$ cat src/logic/actr_cfg.svh
// Register offsets, field layouts and reset values of the core trim register bank.
`ifndef ACTR_CFG_SVH
`define ACTR_CFG_SVH

`define ACTR_ADDR_W          10
`define ACTR_DATA_W          16
`define ACTR_OFS_W           12
`define ACTR_GAIN_W          5
`define ACTR_OFS_REG_W       16
`define ACTR_GAIN_REG_W      8

`define ACTR_OFF_C3_OFS_C    10'h338
`define ACTR_OFF_C3_OFS_D    10'h33a
`define ACTR_OFF_C4_OFS      10'h33c
`define ACTR_OFF_C5_OFS      10'h33e
`define ACTR_OFF_C0_GAIN     10'h360
`define ACTR_OFF_C1_GAIN     10'h361
`define ACTR_OFF_C2_GAIN_A   10'h362
`define ACTR_OFF_C2_GAIN_B   10'h363

`define ACTR_OFS_RST         16'h0000
`define ACTR_GAIN_RST        8'h00

`endif

$ cat src/logic/actr_pkg.sv
// Types shared by the core trim register bank.
package actr_pkg;

  typedef enum logic [1:0] {
    ACTR_ST_LOAD = 2'h1,
    ACTR_ST_RUN  = 2'h2
  } actr_state_e;

endpackage

$ cat src/logic/actr_trim_regs.sv
// Core trim register bank: offset trims for cores 3 to 5, fine gain trims for cores 0 to 2.
//
// Operation
// RULE_01: Core 3 on input pair C gets offset trim bits 11:0 at 0x338.
// RULE_02: Core 3 on input pair D gets offset trim bits 11:0 at 0x33A.
// RULE_03: Core 4 always gets offset trim bits 11:0 at 0x33C.
// RULE_04: Core 5 always gets offset trim bits 11:0 at 0x33E.
// RULE_05: Core 0 gain scaled by fine gain trim bits 4:0 at 0x360.
// RULE_06: Core 1 gain scaled by fine gain trim bits 4:0 at 0x361.
// RULE_07: Core 2 on input pair A uses gain trim bits 4:0 at 0x362.
// RULE_08: Core 2 on input pair B uses gain trim bits 4:0 at 0x363.
// RULE_09: Offset trim defaults come from fuse storage when defaults are restored.
// RULE_10: Fine gain trim defaults come from fuse storage when defaults are restored.
// RULE_11: Offset trim fields are unsigned quantities added to conversion results.
// RULE_12: Software must not touch offset trims during offset calibration.
// RULE_13: Foreground-only calibration: wait for calibration complete before offset access.
// RULE_14: Software writes zero into reserved upper bits of every trim register.
`include "actr_cfg.svh"

module actr_trim_regs
  import actr_pkg::*;
#(
  parameter int ADDR_W = `ACTR_ADDR_W,
  parameter int DATA_W = `ACTR_DATA_W
) (
  input  wire logic                     clock,
  input  wire logic                     rst_n,
  input  wire logic [ADDR_W-1:0]        reg_addr,
  input  wire logic [DATA_W-1:0]        reg_wdata,
  input  wire logic                     reg_write,
  input  wire logic                     reg_read,
  output logic      [DATA_W-1:0]        reg_rdata,
  input  wire logic                     restore_defaults,
  input  wire logic [4*`ACTR_OFS_REG_W-1:0] fuse_offset,
  input  wire logic [4*`ACTR_GAIN_REG_W-1:0] fuse_gain,
  input  wire logic                     core3_on_pair_d,
  input  wire logic                     core2_on_pair_b,
  output logic      [`ACTR_OFS_W-1:0]   core3_offset,
  output logic      [`ACTR_OFS_W-1:0]   core4_offset,
  output logic      [`ACTR_OFS_W-1:0]   core5_offset,
  output logic      [`ACTR_GAIN_W-1:0]  core0_gain,
  output logic      [`ACTR_GAIN_W-1:0]  core1_gain,
  output logic      [`ACTR_GAIN_W-1:0]  core2_gain,
  output logic                          defaults_loading
);

  // ----------------------------------------------------------------------
  // Reset release
  // ----------------------------------------------------------------------
  logic rst_meta;
  logic rst_sync_n;

  always_ff @(posedge clock or negedge rst_n) begin
    if (!rst_n) begin
      rst_meta   <= 1'b0;
      rst_sync_n <= 1'b0;
    end else begin
      rst_meta   <= 1'b1;
      rst_sync_n <= rst_meta;
    end
  end

  // ----------------------------------------------------------------------
  // Fuse default loading
  // ----------------------------------------------------------------------
  // The fuse image is a port value, so it cannot be the async reset value;
  // it is copied by a clocked load in the first cycle after reset release.
  actr_state_e state;
  logic        load;

  always_ff @(posedge clock or negedge rst_sync_n) begin
    if (!rst_sync_n) begin
      state <= ACTR_ST_LOAD;
    end else begin
      case (state)
        ACTR_ST_LOAD: state <= ACTR_ST_RUN;
        ACTR_ST_RUN:  state <= restore_defaults ? ACTR_ST_LOAD : ACTR_ST_RUN;
        default:      state <= ACTR_ST_LOAD;
      endcase
    end
  end

  assign load             = (state == ACTR_ST_LOAD);
  assign defaults_loading = load;

  // ----------------------------------------------------------------------
  // Register storage
  // ----------------------------------------------------------------------
  logic [`ACTR_OFS_REG_W-1:0]  ofs_reg  [4];
  logic [`ACTR_GAIN_REG_W-1:0] gain_reg [4];
  logic [ADDR_W-1:0]           ofs_addr [4];
  logic [ADDR_W-1:0]           gain_addr[4];

  assign ofs_addr[0]  = `ACTR_OFF_C3_OFS_C;
  assign ofs_addr[1]  = `ACTR_OFF_C3_OFS_D;
  assign ofs_addr[2]  = `ACTR_OFF_C4_OFS;
  assign ofs_addr[3]  = `ACTR_OFF_C5_OFS;
  assign gain_addr[0] = `ACTR_OFF_C0_GAIN;
  assign gain_addr[1] = `ACTR_OFF_C1_GAIN;
  assign gain_addr[2] = `ACTR_OFF_C2_GAIN_A;
  assign gain_addr[3] = `ACTR_OFF_C2_GAIN_B;

  // Reserved upper bits are stored as written and read back, since they
  // are plain read/write; software is expected to keep them zero. RULE_14
  for (genvar i = 0; i < 4; i++) begin : g_regs
    always_ff @(posedge clock or negedge rst_sync_n) begin
      if (!rst_sync_n) begin
        ofs_reg[i] <= `ACTR_OFS_RST;
      end else if (load) begin
        ofs_reg[i] <= fuse_offset[i*`ACTR_OFS_REG_W +: `ACTR_OFS_REG_W]; // RULE_09
      end else if (reg_write && reg_addr == ofs_addr[i]) begin
        ofs_reg[i] <= reg_wdata[`ACTR_OFS_REG_W-1:0];
      end
    end

    always_ff @(posedge clock or negedge rst_sync_n) begin
      if (!rst_sync_n) begin
        gain_reg[i] <= `ACTR_GAIN_RST;
      end else if (load) begin
        gain_reg[i] <= fuse_gain[i*`ACTR_GAIN_REG_W +: `ACTR_GAIN_REG_W]; // RULE_10
      end else if (reg_write && reg_addr == gain_addr[i]) begin
        gain_reg[i] <= reg_wdata[`ACTR_GAIN_REG_W-1:0];
      end
    end
  end

  // ----------------------------------------------------------------------
  // Read port
  // ----------------------------------------------------------------------
  logic [DATA_W-1:0] next_rdata;

  always_comb begin
    next_rdata = '0;
    for (int j = 0; j < 4; j++) begin
      if (reg_addr == ofs_addr[j]) begin
        next_rdata = DATA_W'(ofs_reg[j]);
      end
      if (reg_addr == gain_addr[j]) begin
        next_rdata = DATA_W'(gain_reg[j]);
      end
    end
  end

  // Read data stands for the one cycle after the strobe and is zero otherwise.
  always_ff @(posedge clock or negedge rst_sync_n) begin
    if (!rst_sync_n) begin
      reg_rdata <= '0;
    end else begin
      reg_rdata <= reg_read ? next_rdata : '0;
    end
  end

  // ----------------------------------------------------------------------
  // Trim values to the converter cores
  // ----------------------------------------------------------------------
  // Fields are handed over as unsigned magnitudes, with no sign extension. RULE_11
  // Offset access during calibration is the controller's concern. RULE_12 RULE_13
  always_ff @(posedge clock or negedge rst_sync_n) begin
    if (!rst_sync_n) begin
      core3_offset <= '0;
      core4_offset <= '0;
      core5_offset <= '0;
    end else begin
      core3_offset <= core3_on_pair_d ? ofs_reg[1][`ACTR_OFS_W-1:0]  // RULE_02
                                      : ofs_reg[0][`ACTR_OFS_W-1:0]; // RULE_01
      core4_offset <= ofs_reg[2][`ACTR_OFS_W-1:0]; // RULE_03
      core5_offset <= ofs_reg[3][`ACTR_OFS_W-1:0]; // RULE_04
    end
  end

  always_ff @(posedge clock or negedge rst_sync_n) begin
    if (!rst_sync_n) begin
      core0_gain <= '0;
      core1_gain <= '0;
      core2_gain <= '0;
    end else begin
      core0_gain <= gain_reg[0][`ACTR_GAIN_W-1:0]; // RULE_05
      core1_gain <= gain_reg[1][`ACTR_GAIN_W-1:0]; // RULE_06
      core2_gain <= core2_on_pair_b ? gain_reg[3][`ACTR_GAIN_W-1:0]  // RULE_08
                                    : gain_reg[2][`ACTR_GAIN_W-1:0]; // RULE_07
    end
  end
endmodule

$ cat config.mk
export PLATFORM = sky130hd
export DESIGN_NAME = actr_trim_regs
export DESIGN_NICKNAME = d
export VERILOG_FILES = /design/src/logic/actr_pkg.sv /design/src/logic/actr_trim_regs.sv
export VERILOG_INCLUDE_DIRS = /design/src /design/src/logic
export SDC_FILE = /design/constraint.sdc
export NUM_CORES = 1
export LEC_CHECK = 0
export BUFFER_PORTS_ARGS = -buffer_cell sky130_fd_sc_hd__buf_2
export CORE_ASPECT_RATIO = 2
export CORE_MARGIN = 2
export CORE_UTILIZATION = 50
export CTS_CLUSTER_SIZE = 28
export DETAILED_ROUTE_END_ITERATION = 8
export GPL_TIMING_DRIVEN = 1
export PLACE_DENSITY = 0.77
export SETUP_SLACK_MARGIN = 0.1
export SLEW_MARGIN = 20
export SYNTH_ARGS = -nofsm -noshare
export SYNTH_HDL_FRONTEND = slang
export SYNTH_SLANG_ARGS = --single-unit
$ cat constraint.sdc
create_clock -name clock -period 5.5 [get_ports clock]
set_input_delay 0 -clock clock [delete_from_list [all_inputs] [get_ports clock]]
set_output_delay 0 -clock clock [all_outputs]
set_load 0.01 [all_outputs]
==> results of run 1 <==
==> metrics by stage <==
step / total power (uW) / cells / instance area (um^2) / hold WS (ns) / utilization [%]
after global placement: 3510 / 1051 / 8430 / -0.215 / 58.8
after detailed placement: 3560 / 1051 / 8430 / -0.213 / 58.8
after CTS: 5210 / 1219 / 10500 / 0.00189 / 72.9
final: 5280 / 1221 / 10500 / 0.0238 / 72.9
after floorplan: 2960 / 704 / 7310 / -0.296 / -
after global routing: 5610 / 1221 / 10500 / 0.0249 / 72.9
==> critical path: cells and delay by family (launching register included) <==
| family | cells | cell delay, ns |
|---|---|---|
| buffers and inverters | 2 | 1.39 |
| AOI/OAI and AO/OA | 1 | 0.23 |
| DFF | 1 | 0.56 |
| adders and majority gates | 1 | 0.63 |
| and+or+nand+nor | 1 | 0.12 |
==> cells in the final DEF, fill, tap and decap left out, drive strengths merged, types with 12 or more instances in the layout <==
cell         Yosys  final
a21oi           27     27
a22oi           15     15
buf             15    205
clkbuf          35     18
dfrtp          166    166
dlygate4sd3      0    136
inv             12     18
mux2            12     12
mux2i           79     79
nand2          137    137
nor2            29     29
o21ai          112    112
==> kinds of logic after synthesis <==
| family | count (synthesis) | synth area share (%) |
|---|---|---|
| AND/OR/NAND/NOR | 193 | 11.3 |
| multiplexers | 91 | 12.7 |
| adder cells (fa/ha/maj) | 2 | 0.342 |
| other | 1 | 0.0513 |
| buffers and inverters | 62 | 3.41 |
| AO/OA/AOI/OAI | 188 | 15.1 |
| flip-flops | 167 | 57.2 |
==> layout make-up <==
| type | count | area [um^2] | share of cell area, % |
|---|---|---|---|
| repair buffers | 341 | 2410 | 23.0 |
| clock buffers | 18 | 429 | 4.10 |
| well taps | 192 | 240 | 2.29 |
| flip-flops and latches | 167 | 4180 | 40.0 |
| diodes | 2 | 5.00 | 0.0478 |
| clock inverters | 14 | 236 | 2.26 |
| inverters | 12 | 45.0 | 0.430 |
| multi-input cells | 475 | 2920 | 27.9 |
==> synthesized netlist by cell type (all sizes together) <==
cell    instances
dfrtp         166
nand4b          1
nor2b           5
or4b            2
inv            12
and4            1
nand3           4
nand2         137
nor3b           1
nor2           29
a41oi           1
clkbuf         35
nor4            1
a21oi          27
nor3            3
o21ai         112
a22oi          15
dfstp           1
mux2i          79
a222oi          8
a22o            8
conb            1
mux2           12
o32ai           8
a31oi           1
nand4           4
or3             1
and3            4
ha              2
o211ai          8
buf            15
==> report_power, final <==
group	switching, uW	internal, uW
registers	392	1780
logic	950	814
clock network	522	822
==> path summary, 6_finish.rpt <==
kind | to | slack [ns]
worst max-delay path | ofs_reg[50] | 2.46
worst min-delay path | ofs_reg[1] | 0.02
worst max register to register | ofs_reg[50] | 2.46
worst min register to register | rst_sync_n | 0.36
max in group asynchronous | ofs_reg[38] | 3.75
min in group asynchronous | rst_sync_n | 0.44
==> per-layer routing <==
layer / wire, um / vias to the layer above / GRT usage [%]
li1: - / 3097 / -
met1: 8140 / 3320 / 36.1
met2: 13100 / 425 / 56.9
met3: 1580 / 143 / 6.80
met4: 2420 / 0 / 24.9
met5: 0 / - / 0
==> what timing repair did <==
action / 4_1_cts / 5_1_grt
setup endpoints to repair: 0 / 0
hold buffers: 136 / 0
gates resized for setup: 0 / 0
endpoints found under the hold margin: 110 / 0
==> flow_summary.toml, run 1 <==
[timing]
rsz0062_at_grt = "false"
fmax_ghz = 0.329
finalHoldViolCount = 0
fin_ws_ns = 2.46
period_share_pct = 55.3
setup_viol = 0
tightest_slew_ns = 0.954
tns_ns = 0
slew_viol_final = 0
clock_skew_ns = 0.0117
min_period_ns = 3.04
relSlewSlack_pct = 36.4

[synthesis]
synth_top_area_share_pct = 56.8
yosys_warnings = 0
synth_top_area_cell = "dfrtp_1"
synth-seq-area-share_pct = 57.2
netlist_instances = 704
synth-seq-cells = 167
synthesis.area_mm2 = 0.00731
synth_cell_types = 37
postSynthAreaPerCell_um2 = 10.4
synthTopCellsByArea = "dfrtp_1, mux2i_1, nand2_1"
syn_nets = 835

[routing]
wirelength_mm = 25.2
vias_per_cell = 5.72
dr.pass1.iters = 6
ant_nets = 0
drt-initial-drc-count = 500
vias = 6985
drc_errors = 0
wire_per_inst_um = 20.6

[cts]
tritoncts = "yes"
post_cts_buffers = 0
clkSinkCount = 167
clock_latency_ns = 0.43
root_buffer = "clkbuf_16"
cts_buffer_depth = 2
numCtsBuffers = 17
clk_pin_slew_ns = 0.07
cts_max_level = 4

[critical_path]
crit_path_max_fanout = 103
critPathKind = "flip-flop to flip-flop"
worst_path_max_delay_cell = "buf_4"
crit_path_end_kind = "flip-flop"
cp.required_ns = 5.86
startpoint = "state[0]"
cp_cell_sequence = "ha_4 -> buf_4 -> a22oi_1 -> nand2_1 -> dlygate4sd3_1"
critPathLaunchType = "flip-flop"
rr_worst_depth = 5
cp_slowest_stage_delay_ns = 0.83
worstPathArrival_ns = 3.40
r2r-start = "state[0]"

[min_path]
hold_class = "primary input to flip-flop"
min_from = "reg_wdata[1]"
min_path_cells = 3

[die]
die_h_um = 175
start_util_pct = 51.0
core-area_mm2 = 0.0144
dieArea_mm2 = 0.0157
rows = 62
die_x_um = 89.5
io_pins = 197

[final_layout]
final_nets = 1145
fillers = 1037
area_delta_synth_final_pct = 43.2
largest_reg_flops = 64
layout-drive-gt1-share_pct = 25.2

[grt]
antenna_found_initial = 2
grt_pass1_vias = 7323
grt_pass1_wl_mm = 38.9
track_usage_pct = 33.9
gr-total-overflow = 0
grt_start_max_net_pins = 104

[placement]
dp_hpwl_mm = 16.2
portBuffers = 196
place_congestion = 1.03
pre_cts_slack_ns = 2.97

[power]
irDropWorstVdd_mv = 0.266
leakage_uw = 0.00525
p_per_area_mw_per_mm2 = 505

[run_status]
status = "completed"

[flow_run]
drv_cap = 0
(Power assumes the default switching activity.)
==> run 2: changes to the inputs <==
clock period = 2.81 ns   (was 5.5 ns; I/O delays follow)
==> run 2 against run 1 <==
Cell count is 0.66% higher. Worst setup slack worse by 2.1 ns. Clock-buffer cell count is 1 higher. Sequential share of layout area is 0.16 points lower. Flip-flop and latch count stayed put. Non-clock buffer count is 10 higher. Die area stayed put. Routed wire length is 0.19% lower. Sequential power is 96% higher. Power is 94% higher. First-iteration DRC count is 8.0% higher.
==> flow_summary.toml, run 2 (same netlist as run 1, synthesis figures left out) <==
[timing]
fmax_ghz = 0.413
tightest_slew_ns = 0.740
clock_skew_ns = 0.00757
finalHoldViolCount = 0
rsz0062_at_grt = "false"
tns_ns = 0
min_period_ns = 2.42
setup_viol = 0
fin_ws_ns = 0.390
relSlewSlack_pct = 50.5
period_share_pct = 86.1
slew_viol_final = 0

[routing]
drc_errors = 0
wirelength_mm = 25.2
vias_per_cell = 5.62
drt-initial-drc-count = 540
dr.pass1.iters = 7
vias = 6912
wire_per_inst_um = 20.5
ant_nets = 0

[power]
leakage_uw = 0.00528
power_uw = 10200
p_per_area_mw_per_mm2 = 973
irDropWorstVdd_mv = 0.761

[die]
die_h_um = 175
core-area_mm2 = 0.0144
dieArea_mm2 = 0.0157
io_pins = 197
start_util_pct = 51.0
rows = 62
die_x_um = 89.5

[final_layout]
multi_input_area_mm2 = 0.00291
final_nets = 1155
register_area_mm2 = 0.00418
fillers = 993
largest_reg_flops = 64
final_cell_mix = "buf_2, dfrtp_1, dlygate4sd3_1"
layout-drive-gt1-share_pct = 25.2
area_delta_synth_final_pct = 43.7
final_common_cell = "buf_2"

[critical_path]
worst_path_max_delay_cell = "nor2_1"
critPathKind = "flip-flop to flip-flop"
cpMostUsedCell = "nand2_1"
crit_path_end_kind = "flip-flop"
critPathLaunchType = "flip-flop"
worstPathArrival_ns = 2.79
cp.required_ns = 3.18
cp_slowest_stage_delay_ns = 0.60
crit_path_max_fanout = 20
cp_cell_sequence = "ha_4 -> a41oi_2 -> nor2_1 -> nand2_1 -> nand2_1 -> dlygate4sd3_1"

[cts]
clkSinkCount = 167
clk_pin_slew_ns = 0.06
clock_latency_ns = 0.43
root_buffer = "clkbuf_16"
cts_buffer_depth = 2
tritoncts = "yes"
cts_max_level = 4
numCtsBuffers = 17

[grt]
gr-total-overflow = 0
grt_pass1_wl_mm = 38.8
grt_start_max_net_pins = 69
grt_pass1_vias = 7295
antenna_found_initial = 1
track_usage_pct = 33.4

[min_path]
hold_class = "primary input to flip-flop"

[run_status]
status = "completed"

[placement]
pre_cts_slack_ns = 0.602
place_congestion = 0.918
dp_hpwl_mm = 16.2
portBuffers = 196

[flow_run]
drv_cap = 0
run 2: changes by cell type in the layout (fill, tap and decap cells not counted), sizes merged:
cell and change:
clkbuf +1, buf +5, inv -1, bufinv -3, diode -1, clkinv +2
dlygate4sd3 +5
run 2: worst paths after layout:
path	start	to	slack [ns]	cells past startpoint
worst max-delay path	state[0]	ofs_reg[34]	0.39	6
worst min-delay path	reg_wdata[0]	gain_reg[0]	0.01	3
worst max register to register	state[0]	ofs_reg[34]	0.39	6
worst min register to register	rst_meta	rst_sync_n	0.36	0
max in group asynchronous	rst_sync_n	state[0]	1.62	1
min in group asynchronous	rst_sync_n	ofs_reg[3]	0.39	0
run 2: metrics by stage:
step / cell area [um^2] / hold WS, ns / instances / util (%)
detailed placement: 8520 / -0.213 / 1056 / 59.4
finish: 10500 / 0.0120 / 1229 / 73.2
global placement: 8520 / -0.215 / 1056 / 59.4
global route: 10500 / 0.0276 / 1229 / 73.2
floorplan: 7320 / -0.296 / 704 / -
CTS: 10500 / 0.000552 / 1228 / 73.2
run 2: critical path, delay by kind of cell (launching register included):
family	cells	cell delay [ns]
adders and majority gates	1	0.32
DFF	1	0.55
AOI/OAI and AO/OA	1	0.07
and+or+nand+nor	3	0.84
buffers and inverters	1	0.55
run 2: layout make-up:
class,count,share of cell area (%)
Antenna cell,1,0.0238
Clock buffer,19,4.12
Clock inverter,12,1.37
Inverter,12,0.429
Multi-Input combinational cell,475,27.7
Sequential cell,167,39.8
Tap cell,192,2.29
Timing Repair Buffer,351,24.2
run 2: power by group:
group          internal (uW)  switching (uW)  leakage (uW)
Combinational           1710            1920       0.00294
Sequential              3490             775       0.00206
Clock                   1320            1010      0.000277
Total                   6520            3700       0.00528
run 2: timing repair:
action	CTS	global route
hold endpoints to repair	113	0
endpoints found under the setup margin	0	0
hold buffers	141	0
setup buffers	0	0
gates resized for setup	0	0
run 2: metal layers:
layer  up-vias  global-route usage, %  share of wire [%]
li1       3111                      -                  -
met1      3317                   35.6                 35
met2       359                   57.5                 53
met3       125                   5.95                5.1
met4         0                   22.1                7.2
met5         -                      0                  0
==> run 3: changes to the inputs <==
PLACE_DENSITY = 0.74   (was 0.77)
SETUP_SLACK_MARGIN = not set   (was 0.1)
==> run 3 against run 2 <==
Cell count down 0.90%. Sequential share of layout area up 0.14 points. Non-clock buffer count down 10. Fmax down 8.8%. Worst setup slack worse by 0.23 ns. Via count down 0.97%. Critical endpoint is now ofs_reg[50]. Highest routed layer unchanged.
==> flow_summary.toml, run 3 (same netlist as run 1, synthesis figures left out) <==
[cts]
tritoncts = "yes"
root_buffer = "clkbuf_16"
cts_max_level = 4
post_cts_buffers = 0
clkSinkCount = 167
cts_buffer_depth = 2
numCtsBuffers = 17
clk_pin_slew_ns = 0.07
clock_latency_ns = 0.42

[grt]
track_usage_pct = 32.5
grt_pass1_wl_mm = 37.4
grt_pass1_vias = 7073
gr-total-overflow = 0
grt_start_max_net_pins = 127
antenna_found_initial = 0

[placement]
dp_hpwl_mm = 16.4
place_area_mm2 = 0.00848
place_congestion = 0.937
portBuffers = 196
pre_cts_slack_ns = 0.577

[routing]
wirelength_mm = 25.0
drt-initial-drc-count = 451
drc_errors = 0
dr.pass1.iters = 5
ant_nets = 0
wire_per_inst_um = 20.6
vias = 6845
vias_per_cell = 5.62

[final_layout]
fin_util_pct = 73.0
fillers = 1024
antenna_cells = 0
final_nets = 1145
area_delta_synth_final_pct = 43.2
layout-drive-gt1-share_pct = 25.3
largest_reg_flops = 64
stdcell_area_mm2 = 0.0105
final_cell_mix = "buf_2, dfrtp_1, nand2_1"
final_common_cell = "buf_2"

[critical_path]
cp_slowest_stage_delay_ns = 0.56
worstPathArrival_ns = 3.01
r2r-end = "ofs_reg[50]"
worst_path_max_delay_cell = "dfstp_2"
cp.required_ns = 3.16
rr_worst_depth = 7
critPathKind = "flip-flop to flip-flop"
crit_path_max_fanout = 43
ff2ff_setup_slack_ns = 0.16
cpMostUsedCell = "nand2_1"
cp_cell_sequence = "ha_4 -> buf_4 -> a31oi_2 -> nor2_1 -> nand2_1 -> nand2_1 -> dlygate4sd3_1"
r2r-start = "state[0]"
crit_path_end_kind = "flip-flop"
critPathLaunchType = "flip-flop"

[timing]
clock_skew_ns = 0.0114
rsz0062_at_grt = "false"
finalHoldViolCount = 0
slew_viol_final = 0
setup_viol = 0
period_share_pct = 94.4
fin_ws_ns = 0.156
tightest_slew_ns = 1.03
relSlewSlack_pct = 30.9
tns_ns = 0
fmax_ghz = 0.377
min_period_ns = 2.65

[min_path]
min_path_cells = 3
min_from = "reg_wdata[0]"
holdPathEnd = "gain_reg[16]"
hold_class = "primary input to flip-flop"

[die]
die_x_um = 89.5
dieArea_mm2 = 0.0157
rows = 62
core-area_mm2 = 0.0144
start_util_pct = 51.0
io_pins = 197
die_h_um = 175

[flow_run]
drv_cap = 0

[power]
irDropWorstVdd_mv = 0.795
p_per_area_mw_per_mm2 = 980
leakage_uw = 0.00526

[run_status]
status = "completed"
-- run 3: worst max path at each step --
| stage | start | endpoint | slack [ns] | cells past startpoint |
|---|---|---|---|---|
| 4_1_cts | state[1] | ofs_reg[40] | 0.12 | 7 |
| 6_report | state[0] | ofs_reg[50] | 0.16 | 7 |
| 5_1_grt | state[0] | ofs_reg[57] | 0.1 | 7 |
| 3_5_place_dp | reg_addr[3] | gain_reg[6] | 0.58 | 7 |
| 2_1_floorplan | rst_sync_n | core0_gain[0] | 0.05 | 0 |
| 3_3_place_gp | reg_addr[3] | gain_reg[5] | 0.63 | 7 |
-- run 3: timing repair --
| item | in CTS | in global routing |
|---|---|---|
| hold endpoints to repair | 112 | 0 |
| setup endpoints to repair | 0 | 8 |
| hold buffers | 134 | 0 |
| gates resized for setup | 0 | 1 |
-- run 3: metrics by stage --
stage	total power, uW	std cells	hold slack, ns
after floorplan	5800	704	-0.296
final	10300	1218	0.0132
after CTS	10200	1218	0.00373
after detailed placement	7070	1053	-0.210
after global routing	10800	1218	0.0188
after global placement	6970	1053	-0.214
-- run 3: final cells by class --
cell class	instances	area, um^2	area share, %
flip-flops and latches	167	4180	40.0
multi-input cells	475	2930	27.9
repair buffers	341	2440	23.3
clock buffers	17	425	4.06
well taps	192	240	2.29
clock inverters	14	210	2.01
inverters	12	45.0	0.430
-- run 3: routing by layer --
| layer | track usage [%] | share of wire, % |
|---|---|---|
| met1 | 35.3 | 33 |
| met3 | 4.87 | 5.8 |
| met5 | 0 | 0 |
| met4 | 20.5 | 7.3 |
| met2 | 56.5 | 54 |
-- run 3: power by group --
group          switching (uW)  total (uW)  internal (uW)
registers                 767        4250           3480
clock network            1030        2550           1520
logic                    1870        3470           1600
total                    3670       10300           6600
-- run 3: worst max-delay path: cells and delay by family (launching register included) --
kind	cells	cell delay [ns]
simple gates	3	0.76
compound gates	1	0.07
buf+inv	2	0.98
fa+ha+maj	1	0.20
flops	1	0.56
